File: src/clock_select_common.sv
// Constants shared by the system clock source selector, plus the pin edge synchroniser.
// Assumes one 250 MHz clock; every slower rate is an enable pulse derived from it.

// ==========================================
// Package
// ==========================================
package clock_select_pkg;

    // Register map and bus widths
    localparam int          ADDR_W          = 4;
    localparam int          DATA_W          = 8;
    localparam logic [3:0]  OSC_CTRL_ADDR   = 4'h0;
    localparam logic [3:0]  OSC_STAT_ADDR   = 4'h1;
    localparam logic [3:0]  OSC_CFG_ADDR    = 4'h2;
    localparam logic [7:0]  CTRL_RESET      = 8'h00;

    // Control field positions
    localparam int          CTRL_SEL_LSB    = 0;
    localparam int          CTRL_PLL_EN     = 2;
    localparam int          CTRL_SLOW_SEL   = 3;
    localparam int          CTRL_CLKOUT_EN  = 4;
    localparam int          CTRL_PERIPH_EN  = 5;

    // Status field positions
    localparam int          STAT_EXT_RDY    = 0;
    localparam int          STAT_SOSC_RDY   = 1;
    localparam int          STAT_FAST_RDY   = 2;
    localparam int          STAT_SLOW_RDY   = 3;
    localparam int          STAT_PLL_RDY    = 4;
    localparam int          STAT_SRC_LSB    = 5;

    // Start-up configuration codes
    localparam logic [2:0]  CFG_EXT_LOW     = 3'h0;
    localparam logic [2:0]  CFG_EXT_MED     = 3'h1;
    localparam logic [2:0]  CFG_EXT_HIGH    = 3'h2;
    localparam logic [2:0]  CFG_RES_LOW     = 3'h3;
    localparam logic [2:0]  CFG_RES_MID     = 3'h4;
    localparam logic [2:0]  CFG_RES_HIGH    = 3'h5;
    localparam logic [2:0]  CFG_EXT_RC      = 3'h6;
    localparam logic [2:0]  CFG_INT_FAST    = 3'h7;

    // Run clock select values
    localparam logic [1:0]  SEL_CONFIG      = 2'h0;
    localparam logic [1:0]  SEL_SECONDARY   = 2'h1;

    // Active source codes; external is zero so reset lands on it
    localparam logic [2:0]  SRC_EXT         = 3'h0;
    localparam logic [2:0]  SRC_SOSC        = 3'h1;
    localparam logic [2:0]  SRC_FAST        = 3'h2;
    localparam logic [2:0]  SRC_PLL         = 3'h3;
    localparam logic [2:0]  SRC_SLOW        = 3'h4;

    // Amplifier gain codes
    localparam logic [1:0]  GAIN_OFF        = 2'h0;
    localparam logic [1:0]  GAIN_LOW        = 2'h1;
    localparam logic [1:0]  GAIN_MID        = 2'h2;
    localparam logic [1:0]  GAIN_HIGH       = 2'h3;

    // Rates and derived cycle counts
    localparam longint      CLK_HZ          = 250_000_000;
    localparam longint      FAST_HZ         = 16_000_000;
    localparam longint      SLOW_HZ         = 31_000;
    localparam longint      PERIPH_HZ       = 600_000;
    localparam longint      PLL_HZ          = 32_000_000;
    localparam logic [3:0]  FAST_DIV        = 4'(CLK_HZ / FAST_HZ);
    localparam int          SLOW_DIV        = int'(CLK_HZ / SLOW_HZ);
    localparam logic [8:0]  PERIPH_DIV      = 9'(CLK_HZ / PERIPH_HZ);
    localparam logic [2:0]  PLL_DIV         = 3'(CLK_HZ / PLL_HZ);
    localparam logic [7:0]  PLL_LOCK_CYC    = 8'h40;
    localparam logic [10:0] OST_COUNT       = 11'h400;
    localparam logic [4:0]  SOSC_WARM       = 5'h10;
    localparam logic [1:0]  SYNC_WARM       = 2'h3;

endpackage

`timescale 1ns/10ps
`default_nettype none

// ==========================================
// Pin edge synchroniser
// ==========================================
module pin_edge_sync (
    // Clock and reset
    input  wire logic clk,
    input  wire logic resetn,
    // Pin and edge
    input  wire logic pin,
    output logic      rise
);

    typedef struct packed {
        logic s1;
        logic s2;
        logic s3;
        logic rise;
        logic [1:0] warm;
    } sync_t;

    sync_t st_r;
    sync_t st_nxt;

    always_comb begin
        st_nxt      = st_r;
        st_nxt.s1   = pin;
        st_nxt.s2   = st_r.s1;
        st_nxt.s3   = st_r.s2;
        st_nxt.warm = (st_r.warm == clock_select_pkg::SYNC_WARM) ?
                      st_r.warm : st_r.warm + 2'h1;
        // Held off until the last stage holds a real sample; a pin left high
        // at reset release would otherwise show a false rise
        st_nxt.rise = st_r.s2 & ~st_r.s3 & (st_r.warm == clock_select_pkg::SYNC_WARM);
    end

    always_ff @(posedge clk or negedge resetn) begin
        if (!resetn) begin
            st_r <= '0;
        end else begin
            st_r <= st_nxt;
        end
    end

    assign rise = st_r.rise;

endmodule // pin_edge_sync

`default_nettype wire

File: src/system_clock_source_select.sv
// System clock source selector: start-up default, run-time switch, ready status.
// Assumes clk at 250 MHz, oscillator pins asynchronous, register port on clk.

`timescale 1ns/10ps
`default_nettype none

module system_clock_source_select #(
    parameter int SLOW_DIV = clock_select_pkg::SLOW_DIV
) (
    // Clock and reset
    input  wire logic                                clk,
    input  wire logic                                resetn,
    // Register port
    input  wire logic [clock_select_pkg::ADDR_W-1:0] reg_addr,
    input  wire logic [clock_select_pkg::DATA_W-1:0] reg_wdata,
    input  wire logic                                reg_wr,
    input  wire logic                                reg_rd,
    output logic      [clock_select_pkg::DATA_W-1:0] reg_rdata,
    // Start-up configuration and core state
    input  wire logic [2:0]                          startup_osc_cfg,
    input  wire logic                                sleep_req,
    // Oscillator pins
    input  wire logic                                osc_in_pin,
    input  wire logic                                sosc_in_pin,
    output logic                                     osc_out_pin_o,
    output logic                                     osc_out_pin_oe,
    // Port logic sharing the second pin
    input  wire logic                                gpio_out_val,
    input  wire logic                                gpio_out_drive,
    // Clock enables and analog controls
    output logic                                     sys_clk_en,
    output logic                                     periph_clk_en,
    output logic      [1:0]                          amp_gain
);

    // ==========================================
    // State
    // ==========================================
    typedef struct packed {
        logic        cfg_taken;
        logic [2:0]  cfg_mode;
        logic [1:0]  run_clock_select;
        logic        pll_enable;
        logic        slow_sel;
        logic        clkout_en;
        logic        periph_en;
        logic [7:0]  rdata;
        logic [10:0] ost_cnt;
        logic        ost_done;
        logic [4:0]  sosc_cnt;
        logic        sosc_ready;
        logic [3:0]  fast_cnt;
        logic        fast_pulse;
        logic [13:0] slow_cnt;
        logic        slow_pulse;
        logic [7:0]  lock_cnt;
        logic        pll_locked;
        logic [2:0]  pll_cnt;
        logic        pll_pulse;
        logic [8:0]  per_cnt;
        logic        per_pulse;
        logic [2:0]  active;
        logic        pll_ready_flag;
        logic        sys_en;
        logic        clkout_lvl;
        logic        pin2_o;
        logic        pin2_oe;
        logic [1:0]  gain;
    } state_t;

    localparam logic [13:0] SLOW_LAST = 14'(SLOW_DIV - 1);

    state_t st_r;
    state_t st_nxt;

    logic ext_rise;
    logic sosc_rise;

    // ==========================================
    // Pin synchronisers
    // ==========================================
    pin_edge_sync u_ext_sync (
        .clk    (clk),
        .resetn (resetn),
        .pin    (osc_in_pin),
        .rise   (ext_rise)
    );

    pin_edge_sync u_sosc_sync (
        .clk    (clk),
        .resetn (resetn),
        .pin    (sosc_in_pin),
        .rise   (sosc_rise)
    );

    // ==========================================
    // Helpers
    // ==========================================
    function automatic logic is_resonator(input logic [2:0] mode);
        is_resonator = (mode == clock_select_pkg::CFG_RES_LOW) ||
                       (mode == clock_select_pkg::CFG_RES_MID) ||
                       (mode == clock_select_pkg::CFG_RES_HIGH);
    endfunction

    function automatic logic is_logic_clock(input logic [2:0] mode);
        is_logic_clock = (mode == clock_select_pkg::CFG_EXT_LOW) ||
                         (mode == clock_select_pkg::CFG_EXT_MED) ||
                         (mode == clock_select_pkg::CFG_EXT_HIGH);
    endfunction

    // Combinational views of the current state
    logic       ext_ready;
    logic       src_ready_tgt;
    logic       src_ready_old;
    logic       old_pulse;
    logic [2:0] cfg_src;
    logic [2:0] target;

    always_comb begin
        // Resonators wait for the timer; logic clocks and RC need no settling
        // Internal fast start-up has no external source, so never wait on the pin
        ext_ready = is_resonator(st_r.cfg_mode) ? st_r.ost_done :
                    (st_r.cfg_taken && (st_r.cfg_mode != clock_select_pkg::CFG_INT_FAST));
        cfg_src   = (st_r.cfg_mode == clock_select_pkg::CFG_INT_FAST) ?
                    clock_select_pkg::SRC_FAST : clock_select_pkg::SRC_EXT;
        if (st_r.run_clock_select == clock_select_pkg::SEL_CONFIG) begin
            target = cfg_src;
        end else if (st_r.run_clock_select == clock_select_pkg::SEL_SECONDARY) begin
            target = clock_select_pkg::SRC_SOSC;
        end else if (st_r.slow_sel) begin
            target = clock_select_pkg::SRC_SLOW;
        end else if (st_r.pll_enable) begin
            target = clock_select_pkg::SRC_PLL;
        end else begin
            target = clock_select_pkg::SRC_FAST;
        end
    end

    // Ready and pulse of a given source
    function automatic logic ready_of(input logic [2:0] src, input state_t s,
                                      input logic ext_rdy);
        unique case (src)
            clock_select_pkg::SRC_EXT:  ready_of = ext_rdy;
            clock_select_pkg::SRC_SOSC: ready_of = s.sosc_ready;
            clock_select_pkg::SRC_PLL:  ready_of = s.pll_locked;
            default:                    ready_of = s.cfg_taken;
        endcase
    endfunction

    function automatic logic pulse_of(input logic [2:0] src, input state_t s,
                                      input logic ext_p, input logic sosc_p);
        unique case (src)
            clock_select_pkg::SRC_EXT:  pulse_of = ext_p;
            clock_select_pkg::SRC_SOSC: pulse_of = sosc_p;
            clock_select_pkg::SRC_FAST: pulse_of = s.fast_pulse;
            clock_select_pkg::SRC_PLL:  pulse_of = s.pll_pulse;
            default:                    pulse_of = s.slow_pulse;
        endcase
    endfunction

    always_comb begin
        src_ready_tgt = ready_of(target, st_r, ext_ready);
        src_ready_old = ready_of(st_r.active, st_r, ext_ready);
        old_pulse     = pulse_of(st_r.active, st_r, ext_rise, sosc_rise);
    end

    // ==========================================
    // Next state
    // ==========================================
    always_comb begin
        st_nxt = st_r;

        // Start-up configuration caught once, the cycle after reset release
        if (!st_r.cfg_taken) begin
            st_nxt.cfg_taken = 1'b1;
            st_nxt.cfg_mode  = startup_osc_cfg;
        end

        // Register writes
        if (reg_wr && (reg_addr == clock_select_pkg::OSC_CTRL_ADDR)) begin
            st_nxt.run_clock_select = reg_wdata[clock_select_pkg::CTRL_SEL_LSB +: 2];
            st_nxt.pll_enable       = reg_wdata[clock_select_pkg::CTRL_PLL_EN];
            st_nxt.slow_sel         = reg_wdata[clock_select_pkg::CTRL_SLOW_SEL];
            st_nxt.clkout_en        = reg_wdata[clock_select_pkg::CTRL_CLKOUT_EN];
            st_nxt.periph_en        = reg_wdata[clock_select_pkg::CTRL_PERIPH_EN];
        end

        // Register reads, data in the following cycle; unmapped reads zero
        st_nxt.rdata = 8'h00;
        if (reg_rd) begin
            unique case (reg_addr)
                clock_select_pkg::OSC_CTRL_ADDR: begin
                    st_nxt.rdata = {2'b00, st_r.periph_en, st_r.clkout_en, st_r.slow_sel,
                                    st_r.pll_enable, st_r.run_clock_select};
                end
                clock_select_pkg::OSC_STAT_ADDR: begin
                    // Ready bits let software confirm a switch before sleep
                    st_nxt.rdata = {st_r.active, st_r.pll_ready_flag, st_r.cfg_taken,
                                    st_r.cfg_taken, st_r.sosc_ready, ext_ready};
                end
                clock_select_pkg::OSC_CFG_ADDR: begin
                    st_nxt.rdata = {5'h00, st_r.cfg_mode};
                end
                default: begin
                    st_nxt.rdata = 8'h00;
                end
            endcase
        end

        // Start-up timer: restarts on sleep or while the internal block is selected
        if (!is_resonator(st_r.cfg_mode) || sleep_req || st_r.run_clock_select[1]) begin
            st_nxt.ost_cnt  = 11'h000;
            st_nxt.ost_done = 1'b0;
        end else if (ext_rise && !st_r.ost_done) begin
            if (st_r.ost_cnt == clock_select_pkg::OST_COUNT - 11'h001) begin
                st_nxt.ost_done = 1'b1;
            end else begin
                st_nxt.ost_cnt = st_r.ost_cnt + 11'h001;
            end
        end

        // Secondary oscillator warm-up by edge count
        if (sosc_rise && !st_r.sosc_ready) begin
            if (st_r.sosc_cnt == clock_select_pkg::SOSC_WARM - 5'h01) begin
                st_nxt.sosc_ready = 1'b1;
            end else begin
                st_nxt.sosc_cnt = st_r.sosc_cnt + 5'h01;
            end
        end

        // Internal fast and slow oscillators as enable dividers
        st_nxt.fast_pulse = 1'b0;
        if (st_r.fast_cnt == clock_select_pkg::FAST_DIV - 4'h1) begin
            st_nxt.fast_cnt   = 4'h0;
            st_nxt.fast_pulse = 1'b1;
        end else begin
            st_nxt.fast_cnt = st_r.fast_cnt + 4'h1;
        end

        st_nxt.slow_pulse = 1'b0;
        if (st_r.slow_cnt == SLOW_LAST) begin
            st_nxt.slow_cnt   = 14'h0000;
            st_nxt.slow_pulse = 1'b1;
        end else begin
            st_nxt.slow_cnt = st_r.slow_cnt + 14'h0001;
        end

        // PLL: lock delay after enable, then an enable pulse every 7 cycles, about 35.7 MHz
        st_nxt.pll_pulse = 1'b0;
        if (!st_r.pll_enable) begin
            st_nxt.lock_cnt   = 8'h00;
            st_nxt.pll_locked = 1'b0;
            st_nxt.pll_cnt    = 3'h0;
        end else if (!st_r.pll_locked) begin
            if (st_r.lock_cnt == clock_select_pkg::PLL_LOCK_CYC - 8'h01) begin
                st_nxt.pll_locked = 1'b1;
            end else begin
                st_nxt.lock_cnt = st_r.lock_cnt + 8'h01;
            end
        end else if (st_r.pll_cnt == clock_select_pkg::PLL_DIV - 3'h1) begin
            st_nxt.pll_cnt   = 3'h0;
            st_nxt.pll_pulse = 1'b1;
        end else begin
            st_nxt.pll_cnt = st_r.pll_cnt + 3'h1;
        end

        // Peripheral RC clock, free of the system selection
        st_nxt.per_pulse = 1'b0;
        if (!st_r.periph_en) begin
            st_nxt.per_cnt = 9'h000;
        end else if (st_r.per_cnt == clock_select_pkg::PERIPH_DIV - 9'h001) begin
            st_nxt.per_cnt   = 9'h000;
            st_nxt.per_pulse = 1'b1;
        end else begin
            st_nxt.per_cnt = st_r.per_cnt + 9'h001;
        end

        // Switch only on a boundary of the old source, or at once if it is dead,
        // so the enable train never shows a runt period
        if ((target != st_r.active) && src_ready_tgt &&
            (old_pulse || !src_ready_old)) begin
            st_nxt.active = target;
        end
        st_nxt.pll_ready_flag = (st_nxt.active == clock_select_pkg::SRC_PLL);

        // System enable follows source edges only, so a stopped clock freezes sys_clk_en; periph_clk_en keeps running
        st_nxt.sys_en = old_pulse && !sleep_req && src_ready_old;

        // Second pin: clock out or port data in logic and RC modes, idle for crystals
        if (st_nxt.sys_en) begin
            st_nxt.clkout_lvl = ~st_r.clkout_lvl;
        end
        if (is_resonator(st_r.cfg_mode)) begin
            st_nxt.pin2_o  = 1'b0;
            st_nxt.pin2_oe = 1'b0;
        end else if (st_r.clkout_en) begin
            st_nxt.pin2_o  = st_r.clkout_lvl;
            st_nxt.pin2_oe = 1'b1;
        end else begin
            st_nxt.pin2_o  = gpio_out_val;
            st_nxt.pin2_oe = gpio_out_drive;
        end

        // Amplifier gain; logic clock classes only differ in input power
        unique case (st_r.cfg_mode)
            clock_select_pkg::CFG_RES_LOW:  st_nxt.gain = clock_select_pkg::GAIN_LOW;
            clock_select_pkg::CFG_RES_MID:  st_nxt.gain = clock_select_pkg::GAIN_MID;
            clock_select_pkg::CFG_RES_HIGH: st_nxt.gain = clock_select_pkg::GAIN_HIGH;
            default:                        st_nxt.gain = clock_select_pkg::GAIN_OFF;
        endcase
        if (is_logic_clock(st_r.cfg_mode)) begin
            st_nxt.gain = clock_select_pkg::GAIN_OFF;
        end
    end

    // ==========================================
    // Registers
    // ==========================================
    always_ff @(posedge clk or negedge resetn) begin
        if (!resetn) begin
            st_r <= '0;
        end else begin
            st_r <= st_nxt;
        end
    end

    // ==========================================
    // Outputs
    // ==========================================
    assign reg_rdata      = st_r.rdata;
    assign osc_out_pin_o  = st_r.pin2_o;
    assign osc_out_pin_oe = st_r.pin2_oe;
    assign sys_clk_en     = st_r.sys_en;
    assign periph_clk_en  = st_r.per_pulse;
    assign amp_gain       = st_r.gain;

endmodule // system_clock_source_select

`default_nettype wire

File: config.mk
export PLATFORM = sky130hd
export DESIGN_NAME = system_clock_source_select
export DESIGN_NICKNAME = d
export VERILOG_FILES = /design/src/clock_select_common.sv /design/src/system_clock_source_select.sv
export SDC_FILE = /design/constraint.sdc
export NUM_CORES = 1
export LEC_CHECK = 0
export BUFFER_PORTS_ARGS = -buffer_cell sky130_fd_sc_hd__buf_2
export CAP_MARGIN = 20
export CORE_UTILIZATION = 47
export DETAILED_ROUTE_END_ITERATION = 6
export PLACE_DENSITY = 0.65
export SLEW_MARGIN = 10
export SYNTH_ARGS = -nofsm -noshare
export SYNTH_HDL_FRONTEND = slang
export SYNTH_SLANG_ARGS = --single-unit
File: constraint.sdc
create_clock -name clk -period 2.85 [get_ports clk]
set_input_delay 0.57 -clock clk [delete_from_list [all_inputs] [get_ports clk]]
set_output_delay 0.57 -clock clk [all_outputs]
set_load 0.05 [all_outputs]
==> results.toml <==
[yosys]
synth_fa_ha_area_frac = 0.0217
ys_async_sr_fraction = 1.00
synth_mux_area_frac = 0.0692
synthFlopType = "dfrtp_1"
ys_seq_area_frac = 0.548
syn_area_mm2 = 0.00461
yosysWarningCount = 0
synth_seq_cells = 101
synth_compound_area_frac = 0.0733
synthesis.nets = 449
syn_inst = 417
synth_top_family_by_area = "simple AND/OR/NAND/NOR gates"
synth-simple-area-share = 0.183
synthTopCellsByCount = "dfrtp_1, nor2_1, nand2_1"
netlist.area_leader.share = 0.548
yosysMostFrequentCell = "dfrtp_1"
synth_area_leaders = "dfrtp_1, xnor2_1, nor2_1"
synth_xor_area_frac = 0.0684
post-synth-top-area-cell = "dfrtp_1"
synth_edf_count = 0
synth_cell_types = 52
syn_avg_cell_area_um2 = 11.1

[power_and_ir_drop]
p_seq_frac = 0.541
leakage_nw = 2.28
power.density_mw_per_mm2 = 634
clkPwrFrac = 0.290
switchingPower_uw = 940
ir_worst_vdd_mv = 0.301
switching_share = 0.292
p_int_mw = 2.28
comb_power_share = 0.169

[setup_path]
crit_chain = "nand2b_1, a311o_1, a221oi_2, nor2b_1, nor4b_4, mux2_1"
crit_required_ps = 3110
critPathKind = "flip-flop to flip-flop"
critPathLaunchType = "flip-flop"
slowest_stage = "dfrtp_1"
max_stage_delay_ps = 450
rrSetupSlack_ps = 510
worstPathMaxFanout = 8
cp-end-kind = "flip-flop"
arrival_ps = 2600

[clock_tree]
clock_sinks = 101
ctsLongestPathBuffers = 2
tritoncts = "done"
cts-root-buf = "clkbuf_8"
clk_pin_slew_worst_paths_ps = 100
cts_resized = 0
cts_setup_buffers = 0
h-tree-depth = 3
cts_buffers = 9
clkLatencyLatePin_ps = 370
postCtsHoldBufs = 0

[sta]
hold_viol = 0
period_needed_ps = 2340
tightest_slew_ps = 717
fin_skew_ps = 10.6
slew_headroom = 0.518
rsz0062_at_grt = "false"
setup_viol = 0
final_max_slew_viol_count = 0
max_freq_mhz = 428
post-route-period-util = 0.820
fin_setup_tns_ps = 0

[floorplan]
fp.dieArea_mm2 = 0.0102
start_util = 0.492
fp-row-count = 35
die_h_um = 101
die_x_um = 101
pin_count = 38
coreArea_mm2 = 0.00937

[detailed_routing]
route.vias.total = 2952
drc = 0
antenna_left = 0
dr.pass1.iters = 4
viasPerCell = 5.10
drtIter0Drc = 100
route.detailed.wl_per_inst_um = 13.1
routed_wl_mm = 7.57

[global_routing]
grt_use_total = 0.166
antenna_found_initial = 0
grt_pass1_wl_mm = 13.0
grt_max_degree = 65
grt_pass1_vias = 2824
overflow = 0

[placed_design]
dpl_cell_area_mm2 = 0.00486
port_buffers = 35
gp_congestion = 0.806
dp_hpwl_mm = 5.11

[worst_hold_path]
hold_class = "input pin to asynchronous set/reset pin"

[final_layout]
area_growth_pct = 10.0
final_design_area_no_fill_mm2 = 0.00507
drive_above_1_share = 0.160
insertedDiodeCount = 0
fin_nets = 477

[status]
status = "finished clean"

[run]
drv_cap = 0
-- worst paths after layout --
kind                                        from                     to  cells after the start
min                                       resetn               st_r[31]                      1
max reg2reg                             st_r[86]                st_r[8]                      6
max in group asynchronous                 resetn               st_r[41]                      2
max                                     st_r[86]                st_r[8]                      6
min reg2reg                u_sosc_sync.st_nxt[4]  u_sosc_sync.st_nxt[3]                      0
min in group clk                      osc_in_pin   u_ext_sync.st_nxt[4]                      1
-- routing by layer --
| layer | track usage | up-vias | share of wire |
|---|---|---|---|
| met3 | 0.0437 | 13 | 0.040 |
| met5 | 0 | - | 0 |
| li1 | - | 1472 | - |
| met2 | 0.259 | 49 | 0.46 |
| met4 | 0.0747 | 0 | 0.015 |
| met1 | 0.218 | 1418 | 0.49 |
-- stage by stage --
step | cells | utilization | setup slack (ps) | hold slack [ps] | power [mW]
finish | 579 | 0.541 | 512 | 160 | 3.22
global route | 579 | 0.541 | 351 | 182 | 3.40
CTS | 579 | 0.541 | 502 | 157 | 3.27
detailed placement | 563 | 0.519 | 503 | 338 | 2.32
global placement | 563 | 0.519 | 563 | 335 | 2.30
floorplan | 417 | - | 717 | 274 | 2.17
-- critical path: cells and delay by family, from the launching register on --
| kind | cells | cell delay, ps |
|---|---|---|
| mux | 1 | 360 |
| compound gates | 2 | 710 |
| flops | 1 | 450 |
| simple gates | 3 | 700 |
-- power by group through the flow --
| stage | Clock, mW | Sequential (mW) | Combinational (mW) |
|---|---|---|---|
| floorplan | 0 | 1.70 | 0.464 |
| global placement | 0 | 1.76 | 0.538 |
| detailed placement | 0 | 1.77 | 0.550 |
| CTS | 0.981 | 1.74 | 0.552 |
| global route | 1.02 | 1.77 | 0.613 |
| finish | 0.932 | 1.74 | 0.543 |
-- registers in the layout (all words and copies together), names as in the netlist, 2 cells and up --
register / count
u_ext_sync.st_nxt: 2
st_r: 75
reg_rdata: 8
u_ext_sync.st_r: 3
amp_gain: 2
u_sosc_sync.st_nxt: 2
u_sosc_sync.st_r: 3
-- logic make-up after synthesis --
| group | after synthesis |
|---|---|
| other | 1 |
| adders and majority gates | 8 |
| and+or+nand+nor | 161 |
| xor gates and xnor gates | 36 |
| buffers and inverters | 33 |
| DFF | 101 |
| muxes | 29 |
| AOI/OAI and AO/OA | 48 |
-- layout make-up --
| class | instances | area (µm²) |
|---|---|---|
| clock buffers | 11 | 151 |
| fillers | 828 | 4300 |
| well taps | 129 | 161 |
| clock inverters | 5 | 58.8 |
| inverters | 13 | 48.8 |
| repair buffers | 37 | 205 |
| multi-input cells | 283 | 1920 |
| flip-flops and latches | 101 | 2530 |
-- cell usage in the layout (no fill, tap or decap), drive strengths merged, types with 3 or more instances in the layout --
| cell type | instances |
|---|---|
| a21boi | 6 |
| a21oi | 8 |
| and2 | 8 |
| and3 | 9 |
| buf | 37 |
| clkbuf | 11 |
| dfrtp | 101 |
| ha | 8 |
| inv | 13 |
| mux2 | 13 |
| mux2i | 15 |
| nand2 | 25 |
| nand2b | 8 |
| nand3 | 17 |
| nand4 | 11 |
| nor2 | 50 |
| nor2b | 9 |
| nor3 | 5 |
| nor4b | 3 |
| o21ai | 19 |
| or3 | 3 |
| xnor2 | 22 |
| xor2 | 14 |
No activity file was read; power rests on OpenSTA's default activity.
